`config.mk`:
```
export PLATFORM = sky130hd
export DESIGN_NAME = ref_flag_logic
export DESIGN_NICKNAME = d
export VERILOG_FILES = /design/src/core/ref_pkg.sv /design/src/core/ref_flag_logic.sv
export SDC_FILE = /design/constraint.sdc
export NUM_CORES = 1
export LEC_CHECK = 0
export ABC_CLOCK_PERIOD_IN_PS = 8900
export BUFFER_PORTS_ARGS = -buffer_cell sky130_fd_sc_hd__buf_2
export CAP_MARGIN = 20
export CORE_UTILIZATION = 40
export CTS_CLUSTER_DIAMETER = 120
export DETAILED_ROUTE_END_ITERATION = 8
export SETUP_SLACK_MARGIN = 0.3
export SLEW_MARGIN = 20
export SYNTH_ARGS = -nofsm -noshare
export SYNTH_HDL_FRONTEND = slang
export SYNTH_SLANG_ARGS = --single-unit
```
`constraint.sdc`:
```
create_clock -name clk -period 8.9 [get_ports clk]
set_clock_uncertainty 0.15 [all_clocks]
set_input_delay 0.89 -clock clk [delete_from_list [all_inputs] [get_ports clk]]
set_output_delay 0.89 -clock clk [all_outputs]
set_load 0.05 [all_outputs]
```
`src/core/ref_pkg.sv`:
```
/*
  constants for the receiver error flag logic: register offsets, field
  positions, reset values and code tables.
  assumes a byte-wide register port driven by the host control interface.
*/
package ref_pkg;
  localparam logic [7:0] OSC_CTRL_ADDR = 8'h24;
  localparam logic [7:0] ERR_SEL_ADDR = 8'h25;
  localparam logic [7:0] AUTO_SEL_ADDR = 8'h26;
  localparam logic [7:0] RATE_ADDR = 8'h27;
  localparam logic [7:0] NON_PCM_FLAG_PIN_DEF_ADDR = 8'h28;
  localparam logic [7:0] SYNC_SET_ADDR = 8'h29;
  localparam logic [7:0] IRQ0_MASK_ADDR = 8'h2a;
  localparam logic [7:0] OSC_CTRL_RST = 8'h00;
  localparam logic [7:0] ERR_SEL_RST = 8'h01;
  localparam logic [7:0] AUTO_SEL_RST = 8'h01;
  localparam logic [7:0] RATE_RST = 8'h00;
  localparam logic [7:0] NON_PCM_FLAG_PIN_DEF_RST = 8'h03;
  localparam logic [7:0] SYNC_SET_RST = 8'h0c;
  localparam logic [7:0] IRQ0_MASK_RST = 8'hff;
  localparam logic [7:0] ERROR_RELEASE_WAIT_RST = 8'h00;
  // oscillator control fields
  localparam int OSC_AUTO_BIT = 7;
  localparam int XCLK_EN_BIT = 4;
  localparam int XCLK_DIV_LSB = 2;
  // cause select fields (error and auto share positions)
  localparam int SEL_RATE_CHG = 5;
  localparam int SEL_RATE_LMT = 4;
  localparam int SEL_NON_PCM_FLAG_PIN = 3;
  localparam int SEL_VALID = 2;
  localparam int SEL_PARITY = 1;
  localparam int SEL_UNLOCK = 0;
  localparam int ADC_CLK_SEL_BIT = 7;
  localparam int AUTO_ERR_BIT = 6;
  // rate range fields
  localparam int MASK_TOP_BIT = 7;
  localparam int MASK_MID_BIT = 6;
  localparam int NOMINAL_BIT = 4;
  localparam int HI_LMT_LSB = 2;
  localparam int LO_LMT_LSB = 0;
  // non-pcm definition fields
  localparam int CS1_PULSE_BIT = 5;
  localparam int NON_PCM_FLAG_PIN_POL_BIT = 4;
  localparam int CD_SYNC_SEL_BIT = 2;
  localparam int PREAMBLE_SEL_BIT = 1;
  localparam int CS1_SEL_BIT = 0;
  // sync detect fields
  localparam int SYNC16_BIT = 3;
  localparam int SYNC14_BIT = 2;
  localparam int PERIOD_LSB = 0;
  // preamble-b counts for release wait codes
  localparam logic [5:0] WAIT_48 = 6'h30;
  localparam logic [5:0] WAIT_12 = 6'h0c;
  localparam logic [5:0] WAIT_6 = 6'h06;
  localparam logic [5:0] WAIT_3 = 6'h03;
  // rate limits in units of 0.1 khz
  localparam logic [11:0] HI_54 = 12'h21c;
  localparam logic [11:0] HI_108 = 12'h438;
  localparam logic [11:0] HI_216 = 12'h870;
  localparam logic [11:0] LO_7 = 12'h046;
  localparam logic [11:0] LO_14 = 12'h08c;
  localparam logic [11:0] LO_28 = 12'h118;
  localparam logic [11:0] RATE_128K = 12'h500;
  localparam logic [11:0] RATE_64K = 12'h280;
  // sync word periods required per code
  localparam logic [2:0] PER_0 = 3'h0;
  localparam logic [2:0] PER_1 = 3'h1;
  localparam logic [2:0] PER_2 = 3'h2;
  localparam logic [2:0] PER_4 = 3'h4;
  typedef enum logic [2:0] {
    REL_IDLE = 3'b001,
    REL_HOLD = 3'b010,
    REL_WAIT = 3'b100
  } rel_state_t;
endpackage

```
`src/core/ref_flag_logic.sv`:
```
/*
  receiver status qualification: error and auto-source cause selection,
  release wait on preamble-b count, rate limits, non-pcm definition,
  compressed-cd sync qualification, crystal oscillator and clock output.
  assumes receiver status inputs are synchronous to clk, preamble_b and the
  sync word strobes are one-cycle pulses, and xtal_tick marks each
  crystal clock period as a one-cycle enable.
*/
`timescale 1ns/1ps
`default_nettype none
module ref_flag_logic (
  // clock and reset
  input wire logic clk,
  input wire logic rst,
  // register port
  input wire logic [7:0] reg_addr,
  input wire logic reg_wr,
  input wire logic [7:0] reg_wdata,
  output logic [7:0] reg_rdata,
  // release wait code from the shared settings register
  input wire logic [1:0] error_release_wait,
  // receiver status
  input wire logic pll_locked,
  input wire logic rate_changed,
  input wire logic [11:0] rate_measure,
  input wire logic validity_flag,
  input wire logic parity_error,
  input wire logic preamble_b,
  input wire logic cs_bit1_detect,
  input wire logic burst_preamble_detect,
  input wire logic sync_word16_detect,
  input wire logic sync_word14_detect,
  input wire logic sync_period_mark,
  input wire logic crystal_power_down,
  input wire logic xtal_tick,
  // flags and controls
  output logic error_flag,
  output logic clock_change_strobe,
  output logic non_pcm_flag_pin,
  output logic cd_sync_flag,
  output logic auto_use_adc,
  output logic adc_out_clock_sel,
  output logic osc_run,
  output logic buffered_crystal_clock_out
);
  logic [7:0] osc_reg, err_reg, auto_reg, rate_reg, non_pcm_flag_pin_reg, sync_reg, irq_reg;
  ref_pkg::rel_state_t rel_reg;
  logic [5:0] wcnt_reg;
  logic [2:0] div_reg;
  logic [2:0] per_reg;
  logic cs1_d_reg, cdsync_reg;
  logic range_bad, nominal_bad, rate_fault, non_pcm_flag_pin_raw, cs1_term, err_now, trig;
  logic [5:0] wait_len;
  logic [2:0] per_need;

  function automatic logic near_rate(input logic [11:0] r, input logic [11:0] n);
    logic [15:0] tol;
    tol = 16'(n / 12'h032);
    return (16'(r) + tol >= 16'(n)) && (16'(r) <= 16'(n) + tol);
  endfunction

  // register writes, separate stores per selection
  always_ff @(posedge clk) begin
    if (rst) begin
      osc_reg <= ref_pkg::OSC_CTRL_RST;
      err_reg <= ref_pkg::ERR_SEL_RST;
      auto_reg <= ref_pkg::AUTO_SEL_RST;
      rate_reg <= ref_pkg::RATE_RST;
      non_pcm_flag_pin_reg <= ref_pkg::NON_PCM_FLAG_PIN_DEF_RST;
      sync_reg <= ref_pkg::SYNC_SET_RST;
      irq_reg <= ref_pkg::IRQ0_MASK_RST;
    end else if (reg_wr) begin
      if (reg_addr == ref_pkg::OSC_CTRL_ADDR) begin
        osc_reg <= reg_wdata & 8'h9c;
      end else if (reg_addr == ref_pkg::ERR_SEL_ADDR) begin
        err_reg <= reg_wdata & 8'h3f;
      end else if (reg_addr == ref_pkg::AUTO_SEL_ADDR) begin
        auto_reg <= reg_wdata;
      end else if (reg_addr == ref_pkg::RATE_ADDR) begin
        rate_reg <= reg_wdata & 8'hdf;
      end else if (reg_addr == ref_pkg::NON_PCM_FLAG_PIN_DEF_ADDR) begin
        non_pcm_flag_pin_reg <= reg_wdata & 8'h37;
      end else if (reg_addr == ref_pkg::SYNC_SET_ADDR) begin
        sync_reg <= reg_wdata & 8'h0f;
      end else if (reg_addr == ref_pkg::IRQ0_MASK_ADDR) begin
        irq_reg <= reg_wdata;
      end
    end
  end

  always_ff @(posedge clk) begin
    if (rst) begin
      reg_rdata <= 8'h00;
    end else if (reg_addr == ref_pkg::OSC_CTRL_ADDR) begin
      reg_rdata <= osc_reg;
    end else if (reg_addr == ref_pkg::ERR_SEL_ADDR) begin
      reg_rdata <= err_reg;
    end else if (reg_addr == ref_pkg::AUTO_SEL_ADDR) begin
      reg_rdata <= auto_reg;
    end else if (reg_addr == ref_pkg::RATE_ADDR) begin
      reg_rdata <= rate_reg;
    end else if (reg_addr == ref_pkg::NON_PCM_FLAG_PIN_DEF_ADDR) begin
      reg_rdata <= non_pcm_flag_pin_reg;
    end else if (reg_addr == ref_pkg::SYNC_SET_ADDR) begin
      reg_rdata <= sync_reg;
    end else if (reg_addr == ref_pkg::IRQ0_MASK_ADDR) begin
      reg_rdata <= irq_reg;
    end else begin
      reg_rdata <= 8'h00;
    end
  end

  // acceptable rate range
  always_comb begin
    range_bad = 1'b0;
    case (rate_reg[ref_pkg::HI_LMT_LSB +: 2])
      2'b01: range_bad = rate_measure > ref_pkg::HI_54;
      2'b10: range_bad = rate_measure > ref_pkg::HI_108;
      2'b11: range_bad = rate_measure > ref_pkg::HI_216;
      default: range_bad = 1'b0;
    endcase
    case (rate_reg[ref_pkg::LO_LMT_LSB +: 2])
      2'b01: range_bad = range_bad | (rate_measure < ref_pkg::LO_7);
      2'b10: range_bad = range_bad | (rate_measure < ref_pkg::LO_14);
      2'b11: range_bad = range_bad | (rate_measure < ref_pkg::LO_28);
      default: range_bad = range_bad;
    endcase
  end

  // nominal rates in 0.1 khz units
  always_comb begin
    nominal_bad = !(near_rate(rate_measure, 12'h050) || near_rate(rate_measure, 12'h06e)
      || near_rate(rate_measure, 12'h078) || near_rate(rate_measure, 12'h0a0)
      || near_rate(rate_measure, 12'h0dc) || near_rate(rate_measure, 12'h0f0)
      || near_rate(rate_measure, 12'h140) || near_rate(rate_measure, 12'h1b9)
      || near_rate(rate_measure, 12'h1e0) || near_rate(rate_measure, ref_pkg::RATE_64K)
      || near_rate(rate_measure, 12'h372) || near_rate(rate_measure, 12'h3c0)
      || near_rate(rate_measure, ref_pkg::RATE_128K) || near_rate(rate_measure, 12'h6e4)
      || near_rate(rate_measure, 12'h780));
    if (rate_reg[ref_pkg::MASK_TOP_BIT] && near_rate(rate_measure, ref_pkg::RATE_128K)) begin
      nominal_bad = 1'b1;
    end
    if (rate_reg[ref_pkg::MASK_MID_BIT] && near_rate(rate_measure, ref_pkg::RATE_64K)) begin
      nominal_bad = 1'b1;
    end
    rate_fault = range_bad | (rate_reg[ref_pkg::NOMINAL_BIT] & nominal_bad);
  end

  // non-pcm definition
  always_comb begin
    cs1_term = non_pcm_flag_pin_reg[ref_pkg::CS1_PULSE_BIT] ? (cs_bit1_detect & ~cs1_d_reg)
      : cs_bit1_detect;
    non_pcm_flag_pin_raw = (non_pcm_flag_pin_reg[ref_pkg::CS1_SEL_BIT] & cs1_term)
      | (non_pcm_flag_pin_reg[ref_pkg::PREAMBLE_SEL_BIT] & burst_preamble_detect)
      | (non_pcm_flag_pin_reg[ref_pkg::CD_SYNC_SEL_BIT] & cdsync_reg);
    err_now = (err_reg[ref_pkg::SEL_RATE_CHG] & rate_changed)
      | (err_reg[ref_pkg::SEL_RATE_LMT] & rate_fault)
      | (err_reg[ref_pkg::SEL_NON_PCM_FLAG_PIN] & non_pcm_flag_pin_raw)
      | (err_reg[ref_pkg::SEL_VALID] & validity_flag)
      | (err_reg[ref_pkg::SEL_PARITY] & parity_error)
      | (err_reg[ref_pkg::SEL_UNLOCK] & ~pll_locked);
    trig = ~pll_locked | rate_changed | rate_fault;
    case (error_release_wait)
      2'b01: wait_len = ref_pkg::WAIT_12;
      2'b10: wait_len = ref_pkg::WAIT_6;
      2'b11: wait_len = ref_pkg::WAIT_3;
      default: wait_len = ref_pkg::WAIT_48;
    endcase
    case (sync_reg[ref_pkg::PERIOD_LSB +: 2])
      2'b01: per_need = ref_pkg::PER_1;
      2'b10: per_need = ref_pkg::PER_2;
      2'b11: per_need = ref_pkg::PER_4;
      default: per_need = ref_pkg::PER_0;
    endcase
  end

  always_ff @(posedge clk) begin
    if (rst) begin
      cs1_d_reg <= 1'b0;
    end else begin
      cs1_d_reg <= cs_bit1_detect;
    end
  end

  // compressed-cd sync word qualification
  always_ff @(posedge clk) begin
    if (rst) begin
      per_reg <= 3'h0;
      cdsync_reg <= 1'b0;
    end else if ((sync_reg[ref_pkg::SYNC16_BIT] & sync_word16_detect)
        | (sync_reg[ref_pkg::SYNC14_BIT] & sync_word14_detect)) begin
      if (per_reg >= per_need) begin
        cdsync_reg <= 1'b1;
      end
    end else if (sync_period_mark) begin
      if (per_reg < ref_pkg::PER_4) begin
        per_reg <= per_reg + 3'h1;
      end
    end else if (~pll_locked) begin
      per_reg <= 3'h0;
      cdsync_reg <= 1'b0;
    end
  end

  // release wait machine
  always_ff @(posedge clk) begin
    if (rst) begin
      rel_reg <= ref_pkg::REL_IDLE;
      wcnt_reg <= 6'h00;
    end else begin
      case (rel_reg)
        ref_pkg::REL_IDLE: begin
          if (trig) begin
            rel_reg <= ref_pkg::REL_HOLD;
          end
        end
        ref_pkg::REL_HOLD: begin
          wcnt_reg <= 6'h00;
          if (!trig && !err_now) begin
            rel_reg <= ref_pkg::REL_WAIT;
          end
        end
        ref_pkg::REL_WAIT: begin
          if (trig || err_now) begin
            rel_reg <= ref_pkg::REL_HOLD;
          end else if (preamble_b) begin
            if (wcnt_reg + 6'h01 >= wait_len) begin
              rel_reg <= ref_pkg::REL_IDLE;
            end
            wcnt_reg <= wcnt_reg + 6'h01;
          end
        end
        default: rel_reg <= ref_pkg::REL_IDLE;
      endcase
    end
  end

  // flag outputs
  always_ff @(posedge clk) begin
    if (rst) begin
      error_flag <= 1'b1;
      clock_change_strobe <= 1'b1;
      non_pcm_flag_pin <= 1'b0;
      cd_sync_flag <= 1'b0;
      auto_use_adc <= 1'b1;
      adc_out_clock_sel <= 1'b0;
    end else begin
      error_flag <= err_now | (rel_reg != ref_pkg::REL_IDLE);
      clock_change_strobe <= trig | (rel_reg != ref_pkg::REL_IDLE);
      non_pcm_flag_pin <= non_pcm_flag_pin_raw ^ non_pcm_flag_pin_reg[ref_pkg::NON_PCM_FLAG_PIN_POL_BIT];
      cd_sync_flag <= cdsync_reg & non_pcm_flag_pin_reg[ref_pkg::CD_SYNC_SEL_BIT];
      auto_use_adc <= (auto_reg[ref_pkg::AUTO_ERR_BIT] & (err_now
          | (rel_reg != ref_pkg::REL_IDLE)))
        | (auto_reg[ref_pkg::SEL_RATE_LMT] & rate_fault)
        | (auto_reg[ref_pkg::SEL_NON_PCM_FLAG_PIN] & non_pcm_flag_pin_raw)
        | (auto_reg[ref_pkg::SEL_VALID] & validity_flag)
        | (auto_reg[ref_pkg::SEL_UNLOCK] & ~pll_locked);
      adc_out_clock_sel <= auto_reg[ref_pkg::ADC_CLK_SEL_BIT];
    end
  end

  // oscillator and divided clock output
  always_ff @(posedge clk) begin
    if (rst) begin
      osc_run <= 1'b1;
      div_reg <= 3'h0;
      buffered_crystal_clock_out <= 1'b0;
    end else begin
      osc_run <= ~crystal_power_down
        & ~(osc_reg[ref_pkg::OSC_AUTO_BIT] & pll_locked);
      if (xtal_tick) begin
        div_reg <= div_reg + 3'h1;
      end
      if (crystal_power_down || !osc_reg[ref_pkg::XCLK_EN_BIT]) begin
        buffered_crystal_clock_out <= 1'b0;
      end else begin
        case (osc_reg[ref_pkg::XCLK_DIV_LSB +: 2])
          2'b01: buffered_crystal_clock_out <= div_reg[0];
          2'b10: buffered_crystal_clock_out <= div_reg[1];
          2'b11: buffered_crystal_clock_out <= div_reg[2];
          default: buffered_crystal_clock_out <= xtal_tick;
        endcase
      end
    end
  end

  a_err_sel_unlock: assert property (@(posedge clk) disable iff (rst)
    (err_reg[ref_pkg::SEL_UNLOCK] && !pll_locked) |=> error_flag)
    else $error("unlock did not raise error");
  a_err_release_hold: assert property (@(posedge clk) disable iff (rst)
    (rel_reg == ref_pkg::REL_WAIT) |=> error_flag)
    else $error("error released during wait");
  a_osc_pd_wins: assert property (@(posedge clk) disable iff (rst)
    crystal_power_down |=> !osc_run && !buffered_crystal_clock_out)
    else $error("power-down did not stop oscillator");
  a_osc_auto_stop: assert property (@(posedge clk) disable iff (rst)
    (osc_reg[ref_pkg::OSC_AUTO_BIT] && pll_locked) |=> !osc_run)
    else $error("oscillator ran while locked in auto");
  a_clk_out_mute: assert property (@(posedge clk) disable iff (rst)
    !osc_reg[ref_pkg::XCLK_EN_BIT] |=> !buffered_crystal_clock_out)
    else $error("clock out not muted");
  a_auto_unlock_adc: assert property (@(posedge clk) disable iff (rst)
    (auto_reg[ref_pkg::SEL_UNLOCK] && !pll_locked) |=> auto_use_adc)
    else $error("auto selector kept receiver when unlocked");
  a_cd_flag_gate: assert property (@(posedge clk) disable iff (rst)
    !non_pcm_flag_pin_reg[ref_pkg::CD_SYNC_SEL_BIT] |=> !cd_sync_flag)
    else $error("cd sync flag shown while unselected");
  a_clock_change_strobe_follows: assert property (@(posedge clk) disable iff (rst)
    trig |=> clock_change_strobe)
    else $error("clock change strobe missed");
  a_err_parity_sel: assert property (@(posedge clk) disable iff (rst)
    (err_reg[ref_pkg::SEL_PARITY] && parity_error) |=> error_flag)
    else $error("parity did not raise error");
  a_err_valid_sel: assert property (@(posedge clk) disable iff (rst)
    (err_reg[ref_pkg::SEL_VALID] && validity_flag) |=> error_flag)
    else $error("validity did not raise error");
  a_err_wait_restart: assert property (@(posedge clk) disable iff (rst)
    (rel_reg == ref_pkg::REL_WAIT && (trig || err_now)) |=> (rel_reg == ref_pkg::REL_HOLD))
    else $error("new cause did not restart wait");
  a_auto_valid_sel: assert property (@(posedge clk) disable iff (rst)
    (auto_reg[ref_pkg::SEL_VALID] && validity_flag) |=> auto_use_adc)
    else $error("validity did not pick adc");
  a_auto_err_link: assert property (@(posedge clk) disable iff (rst)
    (auto_reg[ref_pkg::AUTO_ERR_BIT] && err_now) |=> auto_use_adc)
    else $error("composite error did not pick adc");
  a_rate_hi_limit: assert property (@(posedge clk) disable iff (rst)
    (rate_reg[ref_pkg::HI_LMT_LSB +: 2] == 2'b01 && rate_measure > ref_pkg::HI_54)
    |-> rate_fault)
    else $error("rate above upper limit accepted");
  a_rate_lo_limit: assert property (@(posedge clk) disable iff (rst)
    (rate_reg[ref_pkg::LO_LMT_LSB +: 2] == 2'b11 && rate_measure < ref_pkg::LO_28)
    |-> rate_fault)
    else $error("rate below lower limit accepted");
  a_rate_mask_top: assert property (@(posedge clk) disable iff (rst)
    (rate_reg[ref_pkg::NOMINAL_BIT] && rate_reg[ref_pkg::MASK_TOP_BIT]
    && rate_measure == ref_pkg::RATE_128K) |-> rate_fault)
    else $error("masked rate accepted");
  a_rate_no_limit: assert property (@(posedge clk) disable iff (rst)
    (!rate_reg[ref_pkg::NOMINAL_BIT] && rate_reg[ref_pkg::HI_LMT_LSB +: 2] == 2'b00
    && rate_reg[ref_pkg::LO_LMT_LSB +: 2] == 2'b00) |-> !rate_fault)
    else $error("rate refused with no limit");
  a_non_pcm_flag_pin_pol_high: assert property (@(posedge clk) disable iff (rst)
    (!non_pcm_flag_pin_reg[ref_pkg::NON_PCM_FLAG_PIN_POL_BIT] && !non_pcm_flag_pin_raw) |=> !non_pcm_flag_pin)
    else $error("non-pcm pin high for pcm");
  a_non_pcm_flag_pin_pol_low: assert property (@(posedge clk) disable iff (rst)
    (non_pcm_flag_pin_reg[ref_pkg::NON_PCM_FLAG_PIN_POL_BIT] && non_pcm_flag_pin_raw) |=> !non_pcm_flag_pin)
    else $error("inverted non-pcm pin not low");
  a_cd_period_need: assert property (@(posedge clk) disable iff (rst)
    (!cdsync_reg && per_reg < per_need) |=> !cdsync_reg)
    else $error("sync flag set before periods");
  c_release: cover property (@(posedge clk) disable iff (rst)
    (rel_reg == ref_pkg::REL_WAIT) ##1 (rel_reg == ref_pkg::REL_IDLE));
  c_cd_sync: cover property (@(posedge clk) disable iff (rst) cd_sync_flag);
  c_auto_adc: cover property (@(posedge clk) disable iff (rst) $rose(auto_use_adc));
  c_rate_fault: cover property (@(posedge clk) disable iff (rst) $rose(rate_fault));
  c_cd_period: cover property (@(posedge clk) disable iff (rst)
    (per_need != ref_pkg::PER_0) && $rose(cdsync_reg));
endmodule
`default_nettype wire

```
==> results of run 1 <==
-- layout make-up --
class / count / area, µm²
clock buffers: 9 / 225
clock inverters: 7 / 98.8
fillers: 1542 / 8410
inverters: 21 / 78.8
multi-input cells: 652 / 4350
flip-flops and latches: 75 / 1500
well taps: 211 / 264
repair buffers: 64 / 330
-- critical path: cells and delay by family --
| kind | cells | cell delay (ns) |
|---|---|---|
| buffers and inverters | 2 | 0.68 |
| muxes | 1 | 0.37 |
| AOI/OAI and AO/OA | 4 | 0.99 |
| adders and majority gates | 1 | 0.62 |
| and+or+nand+nor | 3 | 0.86 |
-- metal layers --
layer	global-route usage, %	share of wire (%)	vias up
li1	-	-	3025
met2	33.6	43	322
met5	0	0	-
met3	3.27	8.2	45
met4	9.59	3.2	0
met1	33.2	46	2955
-- per-stage QoR --
stage	total power (µW)	hold slack, ns	utilization (%)
global placement	517	0.309	42.7
global route	940	0.351	44.9
finish	902	0.326	44.9
CTS	907	0.328	44.9
detailed placement	514	0.313	42.7
floorplan	472	0.290	-
-- worst max path at each step --
stage                         start          end  slack, ns  cells past startpoint
global placement    rate_measure[4]  wcnt_reg[3]       4.36                     11
CTS                 rate_measure[4]  wcnt_reg[3]       4.64                     11
global route        rate_measure[4]  wcnt_reg[3]       4.29                     11
finish              rate_measure[4]  wcnt_reg[3]       4.57                     11
detailed placement  rate_measure[4]  wcnt_reg[3]       4.29                     11
floorplan           rate_measure[4]  wcnt_reg[3]       5.35                     13
-- cell families after synthesis --
| group | after synthesis |
|---|---|
| buffers and inverters | 80 |
| XOR/XNOR | 27 |
| flip-flops | 75 |
| adder cells (fa/ha/maj) | 33 |
| AO/OA/AOI/OAI | 229 |
| multiplexers | 37 |
| AND/OR/NAND/NOR | 326 |
-- placed cells by master, fill, tap and decap left out, drive strengths merged, types with 8 or more instances in the layout --
master / netlist / final
dfxtp: 75 / 75
or3: 8 / 8
xor2: 11 / 11
o21ai: 48 / 48
a22oi: 13 / 13
ha: 33 / 33
buf: 33 / 64
clkbuf: 26 / 9
nand2b: 8 / 8
inv: 21 / 23
nand4: 13 / 13
mux2i: 33 / 33
a22o: 8 / 8
nor3: 24 / 24
o31ai: 9 / 9
o211ai: 9 / 9
nand3b: 9 / 9
xnor2: 16 / 16
nand2: 74 / 74
a31oi: 15 / 15
nor2b: 20 / 20
and2: 9 / 9
a211o: 9 / 9
a21oi: 50 / 50
nand3: 37 / 37
nor2: 78 / 78
a211oi: 9 / 9
-- power breakdown --
group / internal (µW) / switching, µW / total (µW)
Sequential: 341 / 3.40 / 344
Combinational: 54.6 / 113 / 167
Clock: 247 / 144 / 391
==> metrics.csv, run 1 <==
stage,metric,value,unit
grt,grt_usage,22.9,%
pwr,power_density,132,mW/mm²
timing,finalSetupViolCount,0,
timing,timing.fmax,231,MHz
worst_setup_path,criticalPathCategory,primary input to flop,
pwr,vdd_ir_drop_max,0.0000938,V
run_status,status,"finished, final reports clean",
clock_tree,cts_buffers,9,
worst_setup_path,crit_path_start_kind,primary input,
route,vias,6347,
yosys,synthAdderAreaFrac,6.60,%
floorplanning,num_rows,45,
yosys,syn-num-nets,885,
timing,final.min_clock_period,4.33,ns
route,post_drt_wl_per_cell,17.8,µm
timing,rsz0062_at_grt,false,
clock_tree,clk_latency,0.34,ns
grt,antenna_found_initial,0,
timing,slew_viol_final,0,
clock_tree,clock-sinks,75,
grt,grt_max_degree,78,
grt,grt_pass1_wl,29.6,mm
clock_tree,path_clk_slew,0.06,ns
placement,io_buffers,60,
placement,pre_cts_slack,4.29,ns
yosys,synthMuxAreaShare,6.18,%
layout,design_area,0.00685,mm²
yosys,syn_inst,807,
route,postRouteAntennaNets,0,
layout,nets,901,
floorplanning,ios,61,
yosys,synth_top_area_share,24.0,%
placement,post-place-cells,1023,
worst_setup_path,worstPathCellList,buf_2 -> ha_1 -> inv_1 -> nor3_1 -> mux2_2 -> a211oi_1 -> o21ai_0 -> a2111oi_2 -> and4_1 -> nor3_1 -> a311o_1,
route,drt_iter0_drc,718,
worst_hold_path,hold_path.startpoint,irq_reg[4],
yosys,synth_edf_count,0,
placement,placed_area,0.00652,mm²
worst_setup_path,crit_path_frequent_cell,nor3_1,
yosys,avgSynthCellArea,7.76,µm²
yosys,synth_common_cells,"nor2_1 (77), dfxtp_1 (75), nand2_1 (74)",
floorplanning,die_h,127,µm
worst_setup_path,cp_data_required_time,8.98,ns
yosys,yosys.area_share.simple,27.7,%
worst_setup_path,path_max_fanout,31,
timing,finalHoldViolations,0,
floorplanning,dieArea,0.0162,mm²
route,wl,18.5,mm
route,drt_first_pass_iters,5,
yosys,synth_top_area_cell,dfxtp_1,
worst_setup_path,r2r_slack,6.40,ns
timing,setup_slack,4.57,ns
yosys,synth_xor_area_share,3.78,%
floorplanning,die_w,127,µm
clock_tree,cts_buffer_depth,2,
yosys,yosysMostFrequentCell,nor2_1,
worst_hold_path,min_to,irq_reg[4],
worst_setup_path,cp_slowest_cell,ha_1,
worst_setup_path,cpPeakStageDelay,0.62,ns
floorplanning,start_util,41.0,%
yosys,yosys.cell_types.count,91,
placement,routabilityCongestion,0.993,
clock_tree,cts-root-buf,clkbuf_16,
floorplanning,core-area,0.0153,mm²
timing,max_slew_margin,48.5,%
layout,drive_gt1_share,13.2,%
pwr,leakage,0.00268,µW
layout,diodes,0,
flow_run,maxCapViolations,0,
yosys,netlist_area,0.00626,mm²
grt,grt-ovfl-total,0,
yosys,synth_flop_cell,dfxtp_1,
timing,finalCritPeriodShare,48.6,%
yosys,synth_top_family_by_area,simple AND/OR/NAND/NOR gates,
worst_setup_path,arrival,4.41,ns
timing,fin_tns_setup,0,ns
yosys,async_reset_ff_share,0,%
layout,instances_no_fill,1039,
clock_tree,cts_resized,0,
route,vias_per_cell,6.11,
worst_setup_path,critPathCaptureType,flop,
yosys,synthTopCellsByArea,"dfxtp_1 (24%), ha_1 (6.6%), mux2i_1 (5.3%)",
layout,syn2layout_area_growth,9.37,%
worst_hold_path,hold_path_class,flop to flop,
clock_tree,cts_tree,built,
clock_tree,htreeDepth,3,
worst_setup_path,rr_worst_depth,10,
yosys,ys_seq_area_share,24.0,%
clock_tree,cts.hold.buffers_added,0,
worst_setup_path,r2r-start,wcnt_reg[0],
grt,grt_pass1_vias,5552,
yosys,synth_compound_area_share,25.2,%
clock_tree,cts_setup_buffers,0,
route,remaining_drc_errors,0,
yosys,ys_seq_elements,75,
worst_hold_path,min_path_cells,2,
timing,worst_slew_pin_slew,0.773,ns
worst_setup_path,r2r-end,rel_reg[0],
placement,dp_hpwl,13.2,mm
yosys,ys_warn_count,0,
(Power assumes the default switching activity.)
==> run 2: changes to the inputs <==
- ABC_CLOCK_PERIOD_IN_PS: 8900 -> 3800
- clock period: 8.9 -> 3.8 ns (I/O delays scaled with it)
==> metrics.csv, run 2 (synthesis gave the netlist of run 1 again) <==
stage,metric,value,unit,change
flow_run,maxCapViolations,0,,unchanged
pwr,switching_share,28.8,%,about the same
route,wl,19.3,mm,+4.3%
pwr,power_switching,601,µW,+130%
layout,nFillCells,1553,,+0.71%
grt,grt_pass1_vias,5705,,+2.8%
clock_tree,cts_tree,built,,
route,vias_per_cell,6.03,,-1.3%
layout,nets,925,,+2.7%
route,drt_iter0_drc,666,,-7.2%
layout,drive_gt1_share,15.5,%,+2.3 points
worst_setup_path,r2r-start,wcnt_reg[0],,
route,met1Wirelength,8.85,mm,+3.8%
timing,worst_slew_pin_slew,0.804,ns,+0.0315 ns
floorplanning,die_h,127,µm,unchanged
worst_setup_path,worstPathCellList,buf_2 -> inv_1 -> ha_1 -> nor3_1 -> mux2_2 -> a211oi_1 -> o21ai_0 -> a2111oi_2 -> and4_1 -> buf_4 -> o21ai_1 -> a31o_1,,
clock_tree,clock-sinks,75,,unchanged
clock_tree,cts_buffer_depth,2,,unchanged
placement,io_buffers,60,,unchanged
worst_setup_path,crit_path_start_kind,primary input,,
timing,hold_ws,0.134,ns,-0.192 ns
pwr,power_frac_seq,38.7,%,+0.6 points
clock_tree,path_clk_slew,0.06,ns,about the same
clock_tree,cts.hold.buffers_added,0,,unchanged
pwr,power.total,2090,µW,+130%
pwr,power_density,297,mW/mm²,+130%
run_status,status,"finished, final reports clean",,
floorplanning,die_w,127,µm,unchanged
clock_tree,cts_buffers,9,,unchanged
worst_hold_path,hold_path.startpoint,cs_bit1_detect,,
worst_hold_path,min_path_cells,2,,unchanged
worst_setup_path,critPathCaptureType,flop,,
worst_setup_path,r2r-end,rel_reg[0],,
pwr,p_int,1480,µW,+130%
clock_tree,cts_resized,0,,unchanged
pwr,leakage,0.00280,µW,+4.4%
clock_tree,cts-root-buf,clkbuf_16,,
grt,grt_usage,24.0,%,+1.2 points
timing,slew_viol_final,0,,unchanged
layout,post-route-util,46.0,%,+1.1 points
route,drt_first_pass_iters,5,,unchanged
worst_setup_path,path_max_fanout,14,,-55%
route,route.met3.wl,1.41,mm,-6.5%
grt,grt_max_degree,44,,-44%
floorplanning,num_rows,45,,unchanged
worst_setup_path,critPathTopFamily,compound AO/OA/AOI/OAI gates,,
grt,antenna_found_initial,0,,unchanged
layout,mostFrequentLayoutCell,nor2_1,,
placement,routabilityCongestion,0.950,,-4.4%
timing,final.min_clock_period,3.19,ns,
layout,syn2layout_area_growth,12.2,%,
route,post_drt_wl_per_cell,18.2,µm,+2.0%
clock_tree,htreeDepth,3,,unchanged
grt,grt-ovfl-total,0,,unchanged
placement,dp_hpwl,14.4,mm,+9.0%
grt,grt_pass1_wl,31.1,mm,+4.8%
floorplanning,ios,61,,unchanged
layout,diodes,0,,unchanged
worst_setup_path,cp_slowest_cell,a2111oi_2,,
worst_setup_path,cpPeakStageDelay,0.42,ns,-0.20 ns
worst_setup_path,criticalPathCategory,primary input to flop,,
worst_setup_path,arrival,3.27,ns,-1.14 ns
clock_tree,clk_latency,0.33,ns,about the same
timing,finalHoldViolations,0,,unchanged
floorplanning,start_util,41.0,%,unchanged
worst_hold_path,min_to,cs1_d_reg,,
layout,final-seq-area,0.00150,mm²,unchanged
pwr,p_comb_share,20.0,%,+1.5 points
floorplanning,dieArea,0.0162,mm²,unchanged
timing,rsz0062_at_grt,false,,
layout,final_cell_mix,"nor2_1 (77), dfxtp_1 (75), nand2_1 (74)",,
route,dr.max_layer_used,met4,,
pwr,pwr-share-clk,41.3,%,-2.0 points
pwr,vdd_ir_drop_max,0.000191,V,+100%
route,vias,6411,,+1.0%
worst_setup_path,rr_worst_depth,10,,unchanged
route,routed-wl-met2,8.50,mm,+7.7%
worst_hold_path,hold_path_class,primary input to flop,,
timing,timing.fmax,313,MHz,
layout,multi_input_area,0.00435,mm²,unchanged
worst_setup_path,cp_num_buf_inv,3,,+1
timing,max_slew_margin,46.4,%,-2.1 points
timing,finalSetupViolCount,0,,unchanged
floorplanning,core-area,0.0153,mm²,unchanged
timing,finalCritPeriodShare,84.0,%,
clock_tree,cts_setup_buffers,0,,unchanged
worst_setup_path,r2r_slack,1.25,ns,-5.15 ns
worst_setup_path,cp_data_required_time,3.88,ns,-5.10 ns
route,remaining_drc_errors,0,,unchanged
route,postRouteAntennaNets,0,,unchanged
timing,fin_tns_setup,0,ns,unchanged
==> run 2: cell types whose count changed in the layout (fill, tap and decap cells not counted), sizes merged <==
cell      change
inv           -2
clkinvlp      -1
buf          +24
bufinv        -1
clkbuf        +3
clkinv        +1
==> run 2: area by class of cell <==
cell class              instances  share of cell area, %
multi-input cells             652                   61.9
clock inverters                 4                  0.695
clock buffers                  12                   3.65
well taps                     211                   3.76
flip-flops and latches         75                   21.4
inverters                      21                   1.12
repair buffers                 88                   7.45
==> run 2: how the worst max path moves through the flow <==
stage	cells past startpoint	endpoint	startpoint
final	12	rel_reg[0]	rate_measure[2]
after global routing	12	rel_reg[0]	rate_measure[2]
after CTS	12	rel_reg[0]	rate_measure[2]
after detailed placement	12	rel_reg[0]	rate_measure[2]
after global placement	12	rel_reg[0]	rate_measure[2]
after floorplan	13	wcnt_reg[3]	rate_measure[4]
==> run 2: metal layers <==
metal | vias up | global-route usage, %
met5 | - | 0
met4 | 0 | 8.61
met3 | 55 | 4.61
met2 | 287 | 37.2
met1 | 2990 | 33.2
li1 | 3079 | -
==> run 2: per-stage QoR <==
step	worst slack (ns)	instance area, µm²	cells
finish	0.607	7020	1063
global route	0.310	7020	1063
CTS	0.618	7020	1063
detailed placement	0.273	6720	1047
global placement	0.334	6720	1047
floorplan	0.761	6260	807
==> run 2: power by group through the flow <==
stage | combinational [µW] | clock, µW | sequential, µW
6_report | 416 | 862 | 807
5_1_grt | 449 | 915 | 808
4_1_cts | 406 | 878 | 807
3_5_place_dp | 405 | 0 | 824
3_3_place_gp | 411 | 0 | 824
2_1_floorplan | 269 | 0 | 836
==> run 3: changes to the inputs <==
- ABC_AREA: default -> 1
- ABC_CLOCK_PERIOD_IN_PS: 3800 -> 2900
- clock period: 3.8 -> 2.9 ns (I/O delays scaled with it)
==> metrics.csv, run 3 <==
stage,metric,value,unit,change
yosys,ys_warn_count,0,,unchanged
timing,slew_viol_final,0,,unchanged
yosys,async_reset_ff_share,0,%,unchanged
clock_tree,cts_tree,built,,
route,remaining_drc_errors,0,,unchanged
worst_setup_path,criticalPathCategory,primary input to flop,,
clock_tree,cts-root-buf,clkbuf_16,,
floorplanning,start_util,41.6,%,+0.57 points
grt,grt_pass1_wl,41.6,mm,+34%
yosys,synthTopCellsByArea,"dfxtp_1 (22%), nand2_1 (19%), nand3_1 (9.2%)",,
placement,pre_cts_slack,-0.347,ns,-0.621 ns
timing,final.min_clock_period,2.74,ns,
route,drt_iter0_drc,1039,,+56%
worst_setup_path,crit_path_start_kind,primary input,,
timing,rsz0062_at_grt,true,,
flow_run,maxCapViolations,0,,unchanged
route,post_drt_wl_per_cell,16.5,µm,-9.5%
worst_hold_path,hold_path_class,primary input to flop,,
placement,dp_hpwl,20.4,mm,+41%
layout,diodes,0,,unchanged
yosys,ys_seq_area_share,22.4,%,-1.6 points
yosys,synth_common_cells,"nand2_1 (343), inv_1 (135), nor2_1 (126)",,
layout,syn2layout_area_growth,39.6,%,
timing,timing.fmax,365,MHz,
worst_setup_path,critPathCaptureType,flop,,
timing,max_slew_margin,45.1,%,-1.3 points
clock_tree,clock-sinks,75,,unchanged
grt,antenna_found_initial,0,,unchanged
route,vias_per_cell,5.38,,-11%
timing,finalHoldViolations,0,,unchanged
yosys,avgSynthCellArea,5.83,µm²,-25%
route,vias,8534,,+33%
worst_setup_path,arrival,2.87,ns,-0.40 ns
layout,design_area,0.00936,mm²,+33%
yosys,synth_flop_cell,dfxtp_1,,
clock_tree,clk_latency,0.34,ns,about the same
placement,io_buffers,60,,unchanged
layout,post-route-util,58.1,%,+12 points
floorplanning,core-area,0.0161,mm²,+5.6%
yosys,yosys.cell_types.count,48,,-47%
grt,grt_usage,30.3,%,+6.3 points
pwr,power.total,3280,µW,+57%
pwr,vdd_ir_drop_max,0.000358,V,+87%
yosys,synth_top_area_cell,dfxtp_1,,
layout,drive_gt1_share,28.1,%,+13 points
timing,worst_slew_pin_slew,0.816,ns,+0.0115 ns
floorplanning,die_h,131,µm,+3.4%
yosys,syn_inst,1150,,+43%
placement,placed_area,0.00839,mm²,+25%
yosys,synth_edf_count,0,,unchanged
worst_setup_path,path_max_fanout,8,,-6
yosys,syn-num-nets,1228,,+39%
timing,setup_slack,0.158,ns,-0.449 ns
pwr,power_density,350,mW/mm²,+18%
worst_setup_path,cp_data_required_time,3.03,ns,-0.85 ns
clock_tree,path_clk_slew,0.06,ns,about the same
layout,final_cell_mix,"nand2_1 (312), buf_4 (170), inv_1 (124)",,
timing,finalCritPeriodShare,94.6,%,
pwr,leakage,0.00451,µW,+61%
yosys,netlist_area,0.00670,mm²,+7.1%
yosys,synth_top_area_share,22.4,%,-1.6 points
route,wl,26.1,mm,+35%
clock_tree,cts_buffers,9,,unchanged
route,drt_first_pass_iters,5,,unchanged
yosys,yosysMostFrequentCell,nand2_1,,
floorplanning,dieArea,0.0173,mm²,+7.0%
run_status,status,"finished, final reports clean",,
clock_tree,cts.hold.buffers_added,0,,unchanged
clock_tree,cts_buffer_depth,2,,unchanged
layout,nets,1443,,+56%
placement,routabilityCongestion,1.06,,+11%
placement,post-place-cells,1549,,+48%
floorplanning,num_rows,46,,+2.2%
clock_tree,htreeDepth,3,,unchanged
route,postRouteAntennaNets,0,,unchanged
grt,grt_max_degree,48,,+9.1%
layout,nFillCells,1615,,+4.0%
grt,grt-ovfl-total,0,,unchanged
floorplanning,ios,61,,unchanged
floorplanning,die_w,131,µm,+3.4%
grt,grt_pass1_vias,7839,,+37%
layout,mostFrequentLayoutCell,nand2_1,,
yosys,ys_seq_elements,75,,unchanged
layout,instances_no_fill,1585,,+49%
timing,finalSetupViolCount,0,,unchanged
[run 3: changes by cell type in the layout (fill, tap and decap cells not counted), moves of 14 or more]
cell / previous run / this run
nor2_1: 77 / 107
inv_1: 19 / 124
o21ai_0: 44 / 65
nand2_1: 74 / 312
nor3_1: 24 / 10
nor2_2: 1 / 18
mux2i_1: 33 / 0
nor2b_1: 20 / 0
a21oi_1: 49 / 63
nand3_1: 34 / 108
buf_4: 27 / 170
nand2_2: 0 / 30
[run 3: kinds of logic after synthesis]
family / share of synthesized area [%]
xor+xnor: 3.01
simple gates: 41.6
buf+inv: 11.3
compound gates: 15.5
flops: 22.4
fa+ha+maj: 6.16
[run 3: final cells by class]
type,instances,area (µm²),area share [%]
multi-input combinational,891,4910,52.5
timing repair buffer,246,1830,19.6
sequential,75,1500,16.0
inverter,142,554,5.92
tap,216,270,2.89
clock buffer,11,233,2.49
clock inverter,4,52.6,0.562
[run 3: timing repair]
action,in CTS,in global routing
endpoints found under the setup margin,11,11
pin swaps,27,38
buffers inserted,13,8
gates resized for setup,81,65
[run 3: path summary, 6_finish.rpt]
| path | from | endpoint | slack [ns] | depth (start not counted) |
|---|---|---|---|---|
| min | cs_bit1_detect | cs1_d_reg | 0.02 | 3 |
| max reg2reg | wcnt_reg[0] | rel_reg[1] | 0.34 | 13 |
| min reg2reg | irq_reg[4] | irq_reg[4] | 0.31 | 2 |
| max | rate_measure[3] | wcnt_reg[2] | 0.16 | 25 |
[run 3: worst max-delay path: stages]
cell and delay [ns]:
buf_2 0.14, buf_6 0.16, inv_4 0.06, ha_4 0.16, nand3_1 0.18, nand2_1 0.16, a21oi_1 0.20, nand3_1 0.10
nand2_1 0.09, nand2_1 0.05, nand2_1 0.06, inv_1 0.05, nand2_1 0.05, nor2_1 0.03, nand3_1 0.09, nand2_1 0.07
nand2_2 0.07, nand2_4 0.09, nor2_8 0.14, nand3_4 0.11, nand2_4 0.13, nand2_8 0.08, inv_6 0.08, nand3_1 0.08
a21oi_2 0.14
[run 3: metrics by stage]
stage          TNS [ns]  hold slack [ns]
6_report              0           0.0171
3_5_place_dp      -3.02            0.293
5_1_grt          -0.100           0.0144
2_1_floorplan         0            0.230
3_3_place_gp      -2.58            0.288
4_1_cts               0           0.0123
[run 3: metal layers]
| layer | part of all wire, % | vias to the layer above | global-route usage (%) |
|---|---|---|---|
| li1 | - | 4157 | - |
| met1 | 45 | 3905 | 42.7 |
| met2 | 44 | 427 | 46.5 |
| met3 | 9.6 | 45 | 6.79 |
| met4 | 2.0 | 0 | 7.04 |
| met5 | 0 | - | 0 |
[run 3: power breakdown]
part	switching, µW	leakage (µW)	internal, µW	total, µW
Sequential	24.2	0.000608	1070	1100
Clock	437	0.000128	662	1100
Combinational	660	0.00377	423	1080
Total	1120	0.00451	2160	3280
